`config.mk`:
```
export PLATFORM = sky130hd
export DESIGN_NAME = uart_frame_cfg
export DESIGN_NICKNAME = d
export VERILOG_FILES = /design/src/core/uart_fmt_pkg.sv /design/src/core/baud_prescaler.sv /design/src/core/uart_frame_cfg.sv
export SDC_FILE = /design/constraint.sdc
export NUM_CORES = 1
export LEC_CHECK = 0
export BUFFER_PORTS_ARGS = -buffer_cell sky130_fd_sc_hd__buf_4
export CORE_MARGIN = 1
export CORE_UTILIZATION = 57
export CTS_CLUSTER_DIAMETER = 30
export DETAILED_ROUTE_END_ITERATION = 8
export PLACE_DENSITY = 0.84
export SETUP_SLACK_MARGIN = 0.3
export SYNTH_ARGS = -nofsm -noshare
export SYNTH_HDL_FRONTEND = slang
export SYNTH_HIERARCHICAL = 1
export SYNTH_SLANG_ARGS = --single-unit
```
`constraint.sdc`:
```
create_clock -name aclk -period 3.3 [get_ports aclk]
set_input_delay 0 -clock aclk [delete_from_list [all_inputs] [get_ports aclk]]
set_output_delay 0 -clock aclk [all_outputs]
set_load 0.02 [all_outputs]
```
`src/core/uart_fmt_pkg.sv`:
```
// constants for the frame-format and baud-divider block
// assumes a 32-bit AXI4-Lite slave with byte-wide registers in bits 7:0
package uart_fmt_pkg;
  localparam int ADDR_W = 8;
  localparam int DIV_W = 12;
  // register byte addresses
  localparam logic [7:0] OFF_FRAME = 8'h00;
  localparam logic [7:0] OFF_CTRL_B = 8'h04;
  localparam logic [7:0] OFF_DIV_LO = 8'h08;
  localparam logic [7:0] OFF_DIV_HI = 8'h0c;
  localparam logic [7:0] OFF_SPEED = 8'h10;
  localparam logic [7:0] OFF_STATUS = 8'h14;
  // frame_format_control fields
  localparam int FF_MODE_BIT = 6;
  localparam int FF_STOP_BIT = 3;
  localparam int FF_SIZE_LSB = 1;
  localparam int FF_POL_BIT = 0;
  localparam logic [7:0] FF_MASK = 8'h4f;
  // transceiver_control_b / speed fields
  localparam int CB_SIZE_HI_BIT = 2;
  localparam logic [7:0] CB_MASK = 8'h04;
  localparam int SP_DOUBLE_BIT = 1;
  localparam logic [7:0] SP_MASK = 8'h02;
  localparam logic [7:0] DIV_HI_MASK = 8'h0f;
  localparam logic [7:0] RESET_BYTE = 8'h00;
  // status fields
  localparam int ST_RSVD_BIT = 0;
  localparam int ST_BITS_LSB = 1;
  localparam int ST_STOP_LSB = 5;
  localparam int ST_SYNC_BIT = 7;
  // character size
  localparam logic [2:0] SIZE_NINE_CODE = 3'h7;
  localparam logic [3:0] SIZE_BASE_BITS = 4'h5;
  localparam logic [3:0] SIZE_NINE_BITS = 4'h9;
  localparam logic [3:0] SIZE_NONE = 4'h0;
  localparam logic [1:0] STOP_ONE = 2'h1;
  localparam logic [1:0] STOP_TWO = 2'h2;
  // oversampling: last index of 16 or 8 prescaler ticks per bit
  localparam logic [3:0] OVS_LAST_NORMAL = 4'hf;
  localparam logic [3:0] OVS_LAST_DOUBLE = 4'h7;
  localparam logic [1:0] RESP_OKAY = 2'h0;
  localparam logic [1:0] RESP_SLVERR = 2'h2;
endpackage

```
`src/core/baud_prescaler.sv`:
```
// baud prescaler: divider+1 clocks per oversample tick, 16 or 8 per bit
// assumes reload is a one-cycle pulse with divider already updated
`timescale 1ns/1ps
`default_nettype none
module baud_prescaler #(
  parameter int DIV_W = 12
) (
  input wire logic aclk,
  input wire logic aresetn,
  input wire logic clk_en,
  input wire logic reload,
  input wire logic [DIV_W-1:0] divider,
  input wire logic double_speed,
  output logic os_tick,
  output logic bit_tick
);
  logic [DIV_W-1:0] cnt, next_cnt;
  logic [3:0] ovs_cnt, next_ovs_cnt;
  logic next_os_tick, next_bit_tick;
  logic [3:0] ovs_last;

  always_comb begin
    ovs_last = double_speed ? uart_fmt_pkg::OVS_LAST_DOUBLE
                            : uart_fmt_pkg::OVS_LAST_NORMAL; // RULE11
    next_cnt = cnt;
    next_ovs_cnt = ovs_cnt;
    next_os_tick = 1'b0;
    next_bit_tick = 1'b0;
    if (reload) begin
      // restart at once, even mid-frame
      next_cnt = divider; // RULE7
      next_ovs_cnt = 4'h0; // RULE9
    end else if (cnt == '0) begin
      next_cnt = divider; // RULE13
      next_os_tick = 1'b1; // RULE10
      if (ovs_cnt >= ovs_last) begin
        next_ovs_cnt = 4'h0;
        next_bit_tick = 1'b1;
      end else begin
        next_ovs_cnt = ovs_cnt + 4'h1;
      end
    end else begin
      next_cnt = cnt - DIV_W'(1);
    end
  end

  always_ff @(posedge aclk) begin
    if (!aresetn) begin
      cnt <= '0;
      ovs_cnt <= 4'h0;
      os_tick <= 1'b0;
      bit_tick <= 1'b0;
    end else if (clk_en) begin
      cnt <= next_cnt;
      ovs_cnt <= next_ovs_cnt;
      os_tick <= next_os_tick;
      bit_tick <= next_bit_tick;
    end
  end

  AST_RELOAD: assert property (@(posedge aclk) disable iff (!aresetn)
    clk_en && reload |=> cnt == $past(divider)) // RULE7
    else $error("prescaler did not reload divider");
  AST_DIV_ZERO: assert property (@(posedge aclk) disable iff (!aresetn)
    clk_en && aresetn && !reload && cnt == '0 && divider == '0
    |=> os_tick) // RULE10
    else $error("zero divider missed a tick");
  AST_OVS: assert property (@(posedge aclk) disable iff (!aresetn)
    clk_en && !reload && cnt == '0 && ovs_cnt == ovs_last
    |=> bit_tick) // RULE11
    else $error("bit tick missing at oversample end");
  AST_BIT_ONLY_OS: assert property (@(posedge aclk) disable iff (!aresetn)
    bit_tick |-> os_tick) // RULE13
    else $error("bit tick without oversample tick");
  COV_BIT_DOUBLE: cover property (@(posedge aclk) disable iff (!aresetn)
    bit_tick && double_speed);
endmodule
`default_nettype wire

```
`src/core/uart_frame_cfg.sv`:
```
// frame-format and baud-divider registers with AXI4-Lite slave
// assumes a synchronous sync_serial_clock input and shift engines outside
// Overview of operation
// RULE1 - the transmitter uses one stop bit when the select is 0, two if 1.
// RULE2 - the receiver ignores the stop-bit select.
// RULE3 - codes 000-011 give 5-8 data bits, 111 gives 9, others reserved.
// RULE4 - polarity 0 shifts out on rising clock, samples on falling; 1 swaps.
// RULE5 - software keeps the polarity bit zero in asynchronous mode.
// RULE6 - the divider is 12 bits: high byte holds 11:8, low byte 7:0.
// RULE7 - writing the low byte reloads the prescaler with the full divider.
// RULE8 - software writes zero to high-byte bits 7:4, which read as zero.
// RULE9 - a divider change acts at once and corrupts frames in flight.
// RULE10 - divider zero gives the fastest asynchronous rate.
// RULE11 - double speed cuts oversampling from 16 to 8 in async mode only.
// RULE12 - mode select 0 is asynchronous, 1 synchronous on the serial clock.
// RULE13 - async rate is clock over 16 or 8 times divider plus one.
`timescale 1ns/1ps
`default_nettype none
module uart_frame_cfg #(
  parameter int ADDR_W = uart_fmt_pkg::ADDR_W,
  parameter int DIV_W = uart_fmt_pkg::DIV_W
) (
  input wire logic aclk,
  input wire logic aresetn,
  input wire logic clk_en,
  input wire logic [ADDR_W-1:0] awaddr,
  input wire logic awvalid,
  output logic awready,
  input wire logic [31:0] wdata,
  input wire logic [3:0] wstrb,
  input wire logic wvalid,
  output logic wready,
  output logic [1:0] bresp,
  output logic bvalid,
  input wire logic bready,
  input wire logic [ADDR_W-1:0] araddr,
  input wire logic arvalid,
  output logic arready,
  output logic [31:0] rdata,
  output logic [1:0] rresp,
  output logic rvalid,
  input wire logic rready,
  input wire logic sync_serial_clock,
  output logic sync_mode,
  output logic [3:0] tx_data_bits,
  output logic [3:0] rx_data_bits,
  output logic [1:0] tx_stop_bits,
  output logic size_code_reserved,
  output logic tx_shift_strobe,
  output logic rx_sample_strobe
);
  ////////////////////////////////////////////////////////////////////////
  // register bus
  logic aw_got, next_aw_got, w_got, next_w_got;
  logic [ADDR_W-1:0] wr_addr, next_wr_addr;
  logic [7:0] wr_byte, next_wr_byte;
  logic wr_lane, next_wr_lane;
  logic next_awready, next_wready, next_bvalid, next_arready, next_rvalid;
  logic [1:0] next_bresp, next_rresp;
  logic [31:0] next_rdata;
  logic do_write;
  logic [7:0] frame_format_control, next_frame_format_control;
  logic [7:0] transceiver_control_b, next_transceiver_control_b;
  logic [7:0] speed_control, next_speed_control;
  logic [7:0] baud_divider_low_byte, next_baud_divider_low_byte;
  logic [7:0] baud_divider_high_byte, next_baud_divider_high_byte;
  logic reload, next_reload;
  logic [7:0] status_byte;

  assign do_write = aw_got && w_got && !bvalid;
  assign status_byte = {sync_mode, tx_stop_bits, rx_data_bits,
                        size_code_reserved};

  always_comb begin
    next_aw_got = aw_got;
    next_w_got = w_got;
    next_wr_addr = wr_addr;
    next_wr_byte = wr_byte;
    next_wr_lane = wr_lane;
    next_bvalid = bvalid;
    next_bresp = bresp;
    next_frame_format_control = frame_format_control;
    next_transceiver_control_b = transceiver_control_b;
    next_speed_control = speed_control;
    next_baud_divider_low_byte = baud_divider_low_byte;
    next_baud_divider_high_byte = baud_divider_high_byte;
    next_reload = 1'b0;
    if (awvalid && awready) begin
      next_aw_got = 1'b1;
      next_wr_addr = awaddr;
    end
    if (wvalid && wready) begin
      next_w_got = 1'b1;
      next_wr_byte = wdata[7:0];
      next_wr_lane = wstrb[0];
    end
    if (do_write) begin
      next_aw_got = 1'b0;
      next_w_got = 1'b0;
      next_bvalid = 1'b1;
      next_bresp = uart_fmt_pkg::RESP_OKAY;
      unique case (wr_addr)
        uart_fmt_pkg::OFF_FRAME: if (wr_lane) begin
          next_frame_format_control = wr_byte & uart_fmt_pkg::FF_MASK;
        end
        uart_fmt_pkg::OFF_CTRL_B: if (wr_lane) begin
          next_transceiver_control_b = wr_byte & uart_fmt_pkg::CB_MASK;
        end
        uart_fmt_pkg::OFF_SPEED: if (wr_lane) begin
          next_speed_control = wr_byte & uart_fmt_pkg::SP_MASK;
        end
        uart_fmt_pkg::OFF_DIV_LO: if (wr_lane) begin
          next_baud_divider_low_byte = wr_byte; // RULE6
          next_reload = 1'b1; // RULE7
        end
        uart_fmt_pkg::OFF_DIV_HI: if (wr_lane) begin
          // upper nibble kept at zero
          next_baud_divider_high_byte =
            wr_byte & uart_fmt_pkg::DIV_HI_MASK; // RULE8
        end
        uart_fmt_pkg::OFF_STATUS: begin
        end
        default: next_bresp = uart_fmt_pkg::RESP_SLVERR;
      endcase
    end
    if (bvalid && bready) begin
      next_bvalid = 1'b0;
    end
    next_awready = !next_aw_got && !next_bvalid;
    next_wready = !next_w_got && !next_bvalid;
  end

  always_comb begin
    next_rvalid = rvalid;
    next_rdata = rdata;
    next_rresp = rresp;
    if (arvalid && arready) begin
      next_rvalid = 1'b1;
      next_rresp = uart_fmt_pkg::RESP_OKAY;
      next_rdata = 32'h0000_0000;
      unique case (araddr)
        uart_fmt_pkg::OFF_FRAME: next_rdata[7:0] = frame_format_control;
        uart_fmt_pkg::OFF_CTRL_B: next_rdata[7:0] = transceiver_control_b;
        uart_fmt_pkg::OFF_SPEED: next_rdata[7:0] = speed_control;
        uart_fmt_pkg::OFF_DIV_LO: next_rdata[7:0] = baud_divider_low_byte;
        uart_fmt_pkg::OFF_DIV_HI: next_rdata[7:0] = baud_divider_high_byte;
        uart_fmt_pkg::OFF_STATUS: next_rdata[7:0] = status_byte;
        default: next_rresp = uart_fmt_pkg::RESP_SLVERR;
      endcase
    end else if (rvalid && rready) begin
      next_rvalid = 1'b0;
    end
    next_arready = !next_rvalid;
  end

  always_ff @(posedge aclk) begin
    if (!aresetn) begin
      aw_got <= 1'b0;
      w_got <= 1'b0;
      wr_addr <= '0;
      wr_byte <= uart_fmt_pkg::RESET_BYTE;
      wr_lane <= 1'b0;
      awready <= 1'b0;
      wready <= 1'b0;
      bvalid <= 1'b0;
      bresp <= uart_fmt_pkg::RESP_OKAY;
      arready <= 1'b0;
      rvalid <= 1'b0;
      rdata <= 32'h0000_0000;
      rresp <= uart_fmt_pkg::RESP_OKAY;
      frame_format_control <= uart_fmt_pkg::RESET_BYTE;
      transceiver_control_b <= uart_fmt_pkg::RESET_BYTE;
      speed_control <= uart_fmt_pkg::RESET_BYTE;
      baud_divider_low_byte <= uart_fmt_pkg::RESET_BYTE;
      baud_divider_high_byte <= uart_fmt_pkg::RESET_BYTE;
      reload <= 1'b0;
    end else if (clk_en) begin
      aw_got <= next_aw_got;
      w_got <= next_w_got;
      wr_addr <= next_wr_addr;
      wr_byte <= next_wr_byte;
      wr_lane <= next_wr_lane;
      awready <= next_awready;
      wready <= next_wready;
      bvalid <= next_bvalid;
      bresp <= next_bresp;
      arready <= next_arready;
      rvalid <= next_rvalid;
      rdata <= next_rdata;
      rresp <= next_rresp;
      frame_format_control <= next_frame_format_control;
      transceiver_control_b <= next_transceiver_control_b;
      speed_control <= next_speed_control;
      baud_divider_low_byte <= next_baud_divider_low_byte;
      baud_divider_high_byte <= next_baud_divider_high_byte;
      reload <= next_reload;
    end
  end

  ////////////////////////////////////////////////////////////////////////
  // prescaler
  logic [DIV_W-1:0] baud_divider;
  logic double_speed, os_tick, bit_tick;

  assign baud_divider = {baud_divider_high_byte[3:0],
                         baud_divider_low_byte}; // RULE6
  assign double_speed = speed_control[uart_fmt_pkg::SP_DOUBLE_BIT];

  baud_prescaler #(.DIV_W(DIV_W)) u_prescaler (
    .aclk(aclk),
    .aresetn(aresetn),
    .clk_en(clk_en),
    .reload(reload),
    .divider(baud_divider),
    .double_speed(double_speed),
    .os_tick(os_tick),
    .bit_tick(bit_tick)
  );

  ////////////////////////////////////////////////////////////////////////
  // frame format and strobes
  logic [2:0] size_code;
  logic stop_sel, pol, mode_sel, sck_q, sck_rise, sck_fall;
  logic next_sync_mode, next_size_code_reserved, next_sck_q;
  logic next_tx_shift_strobe, next_rx_sample_strobe;
  logic [3:0] next_data_bits;
  logic [1:0] next_tx_stop_bits;

  assign size_code = {
    transceiver_control_b[uart_fmt_pkg::CB_SIZE_HI_BIT],
    frame_format_control[uart_fmt_pkg::FF_SIZE_LSB+:2]};
  assign stop_sel = frame_format_control[uart_fmt_pkg::FF_STOP_BIT];
  assign pol = frame_format_control[uart_fmt_pkg::FF_POL_BIT];
  assign mode_sel = frame_format_control[uart_fmt_pkg::FF_MODE_BIT];
  assign sck_rise = sync_serial_clock && !sck_q;
  assign sck_fall = !sync_serial_clock && sck_q;

  always_comb begin
    next_sck_q = sync_serial_clock;
    next_sync_mode = mode_sel; // RULE12
    next_tx_stop_bits = stop_sel ? uart_fmt_pkg::STOP_TWO
                                 : uart_fmt_pkg::STOP_ONE; // RULE1
    next_size_code_reserved = 1'b0;
    unique case (size_code)
      3'h0, 3'h1, 3'h2, 3'h3:
        next_data_bits = uart_fmt_pkg::SIZE_BASE_BITS +
                         {2'h0, size_code[1:0]}; // RULE3
      uart_fmt_pkg::SIZE_NINE_CODE:
        next_data_bits = uart_fmt_pkg::SIZE_NINE_BITS; // RULE3
      default: begin
        next_data_bits = uart_fmt_pkg::SIZE_NONE;
        next_size_code_reserved = 1'b1;
      end
    endcase
    if (mode_sel) begin
      // serial clock edges; double speed has no say here
      next_tx_shift_strobe = pol ? sck_fall : sck_rise; // RULE4
      next_rx_sample_strobe = pol ? sck_rise : sck_fall; // RULE4
    end else begin
      next_tx_shift_strobe = bit_tick; // RULE13
      next_rx_sample_strobe = os_tick; // RULE12
    end
  end

  always_ff @(posedge aclk) begin
    if (!aresetn) begin
      sck_q <= 1'b0;
      sync_mode <= 1'b0;
      tx_data_bits <= uart_fmt_pkg::SIZE_NONE;
      rx_data_bits <= uart_fmt_pkg::SIZE_NONE;
      tx_stop_bits <= uart_fmt_pkg::STOP_ONE;
      size_code_reserved <= 1'b0;
      tx_shift_strobe <= 1'b0;
      rx_sample_strobe <= 1'b0;
    end else if (clk_en) begin
      sck_q <= next_sck_q;
      sync_mode <= next_sync_mode;
      tx_data_bits <= next_data_bits;
      rx_data_bits <= next_data_bits; // RULE2
      tx_stop_bits <= next_tx_stop_bits;
      size_code_reserved <= next_size_code_reserved;
      tx_shift_strobe <= next_tx_shift_strobe;
      rx_sample_strobe <= next_rx_sample_strobe;
    end
  end

  ////////////////////////////////////////////////////////////////////////
  // checks
  AST_STOP: assert property (@(posedge aclk) disable iff (!aresetn)
    clk_en |=> tx_stop_bits == ($past(stop_sel) ? 2'h2 : 2'h1)) // RULE1
    else $error("stop bit count wrong");
  AST_RX_NO_STOP: assert property (@(posedge aclk) disable iff (!aresetn)
    clk_en |=> rx_data_bits == tx_data_bits) // RULE2
    else $error("receiver size differs from transmitter");
  AST_SIZE: assert property (@(posedge aclk) disable iff (!aresetn) // RULE3
    clk_en && aresetn |=> tx_data_bits == ($past(size_code) == 3'h7 ? 4'h9 :
      $past(size_code) < 3'h4 ? 4'h5 + {1'b0, $past(size_code)} : 4'h0))
    else $error("character size decode wrong");
  AST_POL: assert property (@(posedge aclk) disable iff (!aresetn)
    clk_en && mode_sel && sck_rise |=> (tx_shift_strobe == !$past(pol))
      && (rx_sample_strobe == $past(pol))) // RULE4
    else $error("sync edge polarity wrong");
  AST_DIV_HI_ZERO: assert property (@(posedge aclk) disable iff (!aresetn)
    baud_divider_high_byte[7:4] == 4'h0) // RULE8
    else $error("divider high nibble not zero");
  AST_LO_RELOAD: assert property (@(posedge aclk) disable iff (!aresetn)
    clk_en && do_write && wr_addr == uart_fmt_pkg::OFF_DIV_LO && wr_lane
    |=> reload && baud_divider[7:0] == $past(wr_byte)) // RULE9
    else $error("low byte write did not reload");
  AST_ASYNC_SRC: assert property (@(posedge aclk) disable iff (!aresetn)
    clk_en && !mode_sel |=> rx_sample_strobe == $past(os_tick)
      && tx_shift_strobe == $past(bit_tick)) // RULE12
    else $error("async strobes not from prescaler");
  AST_WRITE_RESP: assert property (@(posedge aclk) disable iff (!aresetn)
    clk_en && awvalid && awready && wvalid && wready
    ##1 clk_en |=> bvalid) // AXI write response
    else $error("write response late");
  COV_LO_WRITE: cover property (@(posedge aclk) disable iff (!aresetn)
    reload);
  COV_SYNC_SAMPLE: cover property (@(posedge aclk) disable iff (!aresetn)
    sync_mode && rx_sample_strobe);
  COV_NINE: cover property (@(posedge aclk) disable iff (!aresetn)
    tx_data_bits == 4'h9);
  COV_RSVD: cover property (@(posedge aclk) disable iff (!aresetn)
    size_code_reserved);
endmodule
`default_nettype wire

```
==> results of run 1 <==
## kinds of logic after synthesis
family / count (synthesis) / synth area share [%]
other: 1 / 0.0874
AND/OR/NAND/NOR: 200 / 25.1
flip-flops: 83 / 38.7
adder cells (fa/ha/maj): 9 / 2.62
buffers and inverters: 71 / 9.27
AO/OA/AOI/OAI: 103 / 16.7
multiplexers: 31 / 7.44
## metrics by stage
step	util, %	cell area, um^2
after global routing	69.8	5070
after detailed placement	64.1	4650
after CTS	69.8	5070
final	69.8	5070
after floorplan	-	4380
after global placement	64.1	4650
## routing by layer
metal | global-route usage [%] | routed length, um | up-vias | part of all wire, %
met2 | 48.3 | 5410 | 146 | 50
met5 | 0 | 0 | - | 0
li1 | - | - | 1878 | -
met1 | 37.0 | 4620 | 1886 | 43
met3 | 4.10 | 535 | 24 | 5.0
met4 | 10.3 | 231 | 0 | 2.1
## worst max-delay path: stages (launching register included)
cell,delay [ns]
dfxtp_1,0.33
inv_1,0.12
ha_1,0.20
nor3b_2,0.41
a41o_1,0.47
a21oi_1,0.19
mux2_2,0.31
## power groups by stage
stage	Combinational, W	Clock (W)	Sequential, W
final	0.000897	0.000634	0.00118
after CTS	0.000881	0.000641	0.00117
after global routing	0.000978	0.000680	0.00118
after global placement	0.000819	0	0.00119
after detailed placement	0.000854	0	0.00120
after floorplan	0.000694	0	0.00118
## cells in the mapped netlist (3+ instances only)
cell type	instances
dfxtp_1	83
nand2_1	83
a21oi_1	33
buf_4	30
mux2i_1	24
clkbuf_1	22
nor2_1	21
nand3_1	19
inv_1	12
nor2b_1	10
ha_1	9
and3_1	8
nor4_1	8
a22oi_1	6
o21ai_0	6
a211oi_1	5
a32oi_1	5
nand2b_1	5
nand4_1	5
nor3_1	5
o21a_1	5
or4_1	5
mux2_1	4
o21ai_1	4
o31ai_1	4
a311oi_1	3
and4b_1	3
buf_2	3
mux2_2	3
nand3b_1	3
nor4b_1	3
o2111ai_1	3
or3b_1	3
or4bb_1	3
## worst max path at each step
| stage | startpoint | to | slack [ns] |
|---|---|---|---|
| 2_1_floorplan | wr_addr[1] | frame_format_control[1] | 1.49 |
| 3_3_place_gp | u_prescaler/cnt[0] | u_prescaler/ovs_cnt[0] | 1.31 |
| 3_5_place_dp | u_prescaler/cnt[0] | u_prescaler/ovs_cnt[0] | 1.21 |
| 4_1_cts | u_prescaler/cnt[0] | u_prescaler/ovs_cnt[0] | 1.20 |
| 5_1_grt | u_prescaler/cnt[0] | u_prescaler/ovs_cnt[0] | 1.06 |
| 6_report | u_prescaler/cnt[0] | u_prescaler/ovs_cnt[0] | 1.17 |
## sequential cells by signal, summed over array words and instances, names as in the netlist, 2 cells and up
name	cells
baud_divider_high_byte	4
wr_byte	8
u_prescaler/ovs_cnt	4
rx_data_bits	4
wr_addr	8
rdata	8
baud_divider_low_byte	8
u_prescaler/cnt	12
tx_stop_bits	2
frame_format_control	5
## cell type report
| class | instances | area, um^2 | area share, % |
|---|---|---|---|
| clock inverters | 3 | 15.0 | 0.296 |
| well taps | 99 | 124 | 2.45 |
| repair buffers | 90 | 741 | 14.6 |
| multi-input cells | 369 | 2330 | 46.0 |
| clock buffers | 12 | 145 | 2.86 |
| inverters | 13 | 48.8 | 0.963 |
| flip-flops and latches | 83 | 1660 | 32.8 |
==> flow_summary.toml, run 1 <==
[status]
status = "finished, final reports clean"

[drt]
via_per_inst = 5.88
vias = 3934
drt-wirelength-per-cell_um = 16.1
routed_wl_um = 10800
antenna_left = 0
drcViolationCount = 0
drtIter0Drc = 316
dr.pass1.iters = 5

[pwr]
p_total_w = 0.00271
power_leakage_nw = 2.00
p_int_w = 0.00172
power_frac_seq_pct = 43.4
power.density_nw_per_um2 = 534
pwr-share-clk_pct = 23.4
power_frac_comb_pct = 33.1
ir_drop_v = 0.000255
swShare_pct = 36.4
power_switching_w = 0.000984

[timing]
drv_slew = 0
min_period_ns = 2.13
fmax_mhz = 469
worst_slew_pin_slew_ns = 0.941
hold_violations = 0
slew_headroom_pct = 37.2
setup_viol = 0
rsz0062_at_grt = "false"
period_share_pct = 64.6
finalWorstSetupSlack_ns = 1.17
hold-worst-slack_ns = 0.0168
finalSetupTns_ns = 0
fin_skew_ns = 0.00661

[min_path]
hold_path.class = "in -> reg"
holdPathEnd = "rdata[7]"
holdPathStages = 4
holdCritStartpoint = "araddr[0]"

[logic_synthesis]
ys_seq_elements = 83
synthTopCellsByArea = "dfxtp_1 (39%), nand2_1 (7.3%), mux2i_1 (5.6%)"
ys_seq_area_share_pct = 38.7
synthFlopType = "dfxtp_1"
synth_edf_count = 0
netlist_instances = 498
synth.largest_area_cell = "dfxtp_1"
async_flop_share_pct = 0
avgSynthCellArea_um2 = 8.62
yosysWarningCount = 6
synthDistinctLibCells = 69
synth_top_area_share_pct = 38.7
netlist_area_um2 = 4290

[layout]
layout-drive-gt1-share_pct = 16.3
mostFrequentLayoutCells = "nand2_1 (83), dfxtp_1 (83), buf_4 (64), a21oi_1 (33)"
stdcell_count = 669
area_growth_pct = 18.1
fill_cells = 561
fin_nets = 636
antenna_cells = 0

[worst_setup_path]
cp-start-kind = "flop"
critical_path_class = "reg -> reg"
path_max_fanout = 10
cp_data_required_time_ns = 3.54
reg2reg_to = "u_prescaler/ovs_cnt[0]"
worstRegToRegCells = 6
rr_startpoint = "u_prescaler/cnt[0]"
worst_setup_path_end_kind = "flop"
rrSetupSlack_ns = 1.17
worstPathArrival_ns = 2.37

[global_route]
grt_pass1_vias = 3635
antenna_found_initial = 0
grt_pass1_wl_um = 17100
grt_max_degree = 43
grt_overflow = 0
gr-usage-all-layers_pct = 28.5

[placed_design]
dp_hpwl_um = 7260
io_buffers = 62
placed_cells = 628
gp_routability_congestion = 0.879
dp_slack_ns = 1.21

[clock_network]
path_clk_slew_ns = 0.08
cts_hold_buf = 26
root_buffer = "clkbuf_8"
cts_made_buffers = 9
post_cts_buffers = 0
cts_tree = "done"
htreeDepth = 3
cts_resized = 0
cts_sinks = 83
clk_latency_ns = 0.35
cts_buffer_depth = 2

[floorplanning]
dieArea_um2 = 7880
start_util_pct = 59.2
fp.dieH_um = 88.8
fp.dieW_um = 88.8
ioPinCount = 116
core_area_um2 = 7250
rows = 31

[job]
max_cap_viol_count = 0
No activity file was read; power rests on OpenSTA's default activity.
==> run 2, diff against run 1 <==
--- a/config.mk
+++ b/config.mk
@@ -7,10 +7,10 @@
 export LEC_CHECK = 0
 export BUFFER_PORTS_ARGS = -buffer_cell sky130_fd_sc_hd__buf_4
 export CORE_MARGIN = 1
-export CORE_UTILIZATION = 57
+export CORE_UTILIZATION = 53
 export CTS_CLUSTER_DIAMETER = 30
 export DETAILED_ROUTE_END_ITERATION = 8
-export PLACE_DENSITY = 0.84
+export PLACE_DENSITY = 0.78
 export SETUP_SLACK_MARGIN = 0.3
 export SYNTH_ARGS = -nofsm -noshare
 export SYNTH_HDL_FRONTEND = slang
==> constraint.sdc (replaced) <==
create_clock -name aclk -period 2.2 [get_ports aclk]
set_input_delay 0 -clock aclk [delete_from_list [all_inputs] [get_ports aclk]]
set_output_delay 0 -clock aclk [all_outputs]
set_load 0.02 [all_outputs]
==> run 2 against run 1 <==
Non-clock buffer count up 9. Highest routed layer unchanged. Sequential power increased by 52%. Via count up 0.92%. Register-to-register slack worse by 0.86 ns. Clock skew is 0.0082 ns higher. Fmax increased by 13%.
==> flow_summary.toml, run 2 (synthesis gave the netlist of run 1 again) <==
[status]
status = "finished, final reports clean"

[layout]
final-seq-area_um2 = 1660
antenna_cells = 0
fill_cells = 618
utilization_pct = 67.3
layout_commonest_cell = "nand2_1"
multiInputGateArea_um2 = 2370
fin_nets = 645
layout-drive-gt1-share_pct = 19.7
top_register = "u_prescaler/cnt"
area_growth_pct = 21.9
largest_reg_flops = 12
mostFrequentLayoutCells = "nand2_1 (83), dfxtp_1 (81), buf_4 (73), a21oi_1 (32)"

[floorplanning]
core_area_um2 = 7770
fp.dieW_um = 92.0
dieArea_um2 = 8460
start_util_pct = 55.2
rows = 32
fp.dieH_um = 92.0
ioPinCount = 116

[worst_setup_path]
cpLargestDelayFamily = "compound AO/OA/AOI/OAI gates"
rrSetupSlack_ns = 0.31
worstRegToRegCells = 7
cp-start-kind = "flop"
reg2reg_to = "u_prescaler/cnt[4]"
path_cells = "inv_2 > ha_1 > nor3b_4 > buf_4 > a41oi_4 > a21oi_2 > o32ai_1"
cp_slowest_cell = "a41oi_4"
path_max_fanout = 8
worstPathArrival_ns = 2.15
rr_startpoint = "u_prescaler/cnt[0]"
worst_setup_path_end_kind = "flop"
cp_data_required_time_ns = 2.46
slowest_delay_ns = 0.38
critical_path_class = "reg -> reg"
cp.buffers_inverters = 2

[timing]
fmax_mhz = 528
hold_violations = 0
drv_slew = 0
rsz0062_at_grt = "true"
slew_headroom_pct = 60.7
period_share_pct = 86.1
min_period_ns = 1.89
finalSetupTns_ns = 0
setup_viol = 0
fin_skew_ns = 0.0148
worst_slew_pin_slew_ns = 0.588

[clock_network]
cts_made_buffers = 9
path_clk_slew_ns = 0.09
cts_tree = "done"
cts_buffer_depth = 2
cts_sinks = 83
root_buffer = "clkbuf_8"
htreeDepth = 3
clk_latency_ns = 0.36

[pwr]
power.density_nw_per_um2 = 869
power_leakage_nw = 2.06
ir_drop_v = 0.000531

[drt]
routed_wl_um = 11100
vias = 3970
via_per_inst = 5.82
dr.pass1.iters = 5
drcViolationCount = 0
antenna_left = 0
drt-wirelength-per-cell_um = 16.3
drtIter0Drc = 209

[global_route]
antenna_found_initial = 0
grt_pass1_vias = 3742
grt_max_degree = 33
grt_overflow = 0
grt_pass1_wl_um = 17900
gr-usage-all-layers_pct = 26.3

[min_path]
holdPathStages = 2
holdCritStartpoint = "clk_en"
holdPathEnd = "u_prescaler/cnt[10]"
hold_path.class = "in -> reg"

[placed_design]
dp_hpwl_um = 7500
gp_routability_congestion = 0.873
io_buffers = 62

[job]
max_cap_viol_count = 0
## run 2: cell count changes in the layout (fill, tap and decap cells not counted), moves of 2 or more
cell and delta:
buf_4 +9, clkinv_2 -3, inv_6 +3, clkbuf_1 -2
clkinvlp_4 +2, dfxtp_1 -2, dfxtp_2 +2
## run 2: per-layer routing
metal / global-route usage (%) / vias up / wire length [um]
li1: - / 1904 / -
met1: 34.1 / 1882 / 4850
met2: 43.8 / 166 / 5400
met3: 6.05 / 18 / 691
met4: 7.03 / 0 / 180
met5: 0 / - / 0
## run 2: worst max path at each step
stage                       start                 endpoint  slack, ns  depth (start not counted)
6_report       u_prescaler/cnt[0]       u_prescaler/cnt[4]       0.31                          7
5_1_grt        u_prescaler/cnt[1]   u_prescaler/ovs_cnt[0]       0.27                          6
4_1_cts        u_prescaler/cnt[0]   u_prescaler/ovs_cnt[0]       0.33                          6
3_5_place_dp   u_prescaler/cnt[0]   u_prescaler/ovs_cnt[0]       0.18                          6
3_3_place_gp   u_prescaler/cnt[0]   u_prescaler/ovs_cnt[0]       0.26                          6
2_1_floorplan          wr_addr[1]  frame_format_control[1]       0.39                          5
## run 2: what timing repair did
item / in CTS / in global routing
resized for setup: 3 / 10
endpoints found under the setup margin: 6 / 13
endpoints found under the hold margin: 26 / 0
hold buffers: 26 / 0
pin swaps: 0 / 2
buffers inserted: 0 / 3
## run 2: stage by stage
step | std cells | power, W | cell area (um^2) | setup WS (ns) | hold WS [ns]
floorplan | 523 | 0.00281 | 4380 | 0.388 | 0.136
global placement | 637 | 0.00305 | 4690 | 0.262 | 0.248
detailed placement | 637 | 0.00310 | 4690 | 0.179 | 0.256
CTS | 679 | 0.00432 | 5170 | 0.325 | 0.00307
global route | 682 | 0.00476 | 5230 | 0.265 | 0.0427
finish | 682 | 0.00454 | 5230 | 0.305 | 0.0261
## run 2: area by class of cell
type                       count  share of cell area, %
inverter                      13                  0.933
sequential                    83                   31.8
tap                          102                   2.44
multi-input combinational    369                   45.4
clock buffer                   9                   2.37
clock inverter                 7                   1.58
timing repair buffer          99                   15.5
## run 2: power by group
part           switching [W]  total (W)  internal (W)
logic               0.000891    0.00159      0.000702
clock network       0.000614    0.00116      0.000545
registers           0.000169    0.00179       0.00162
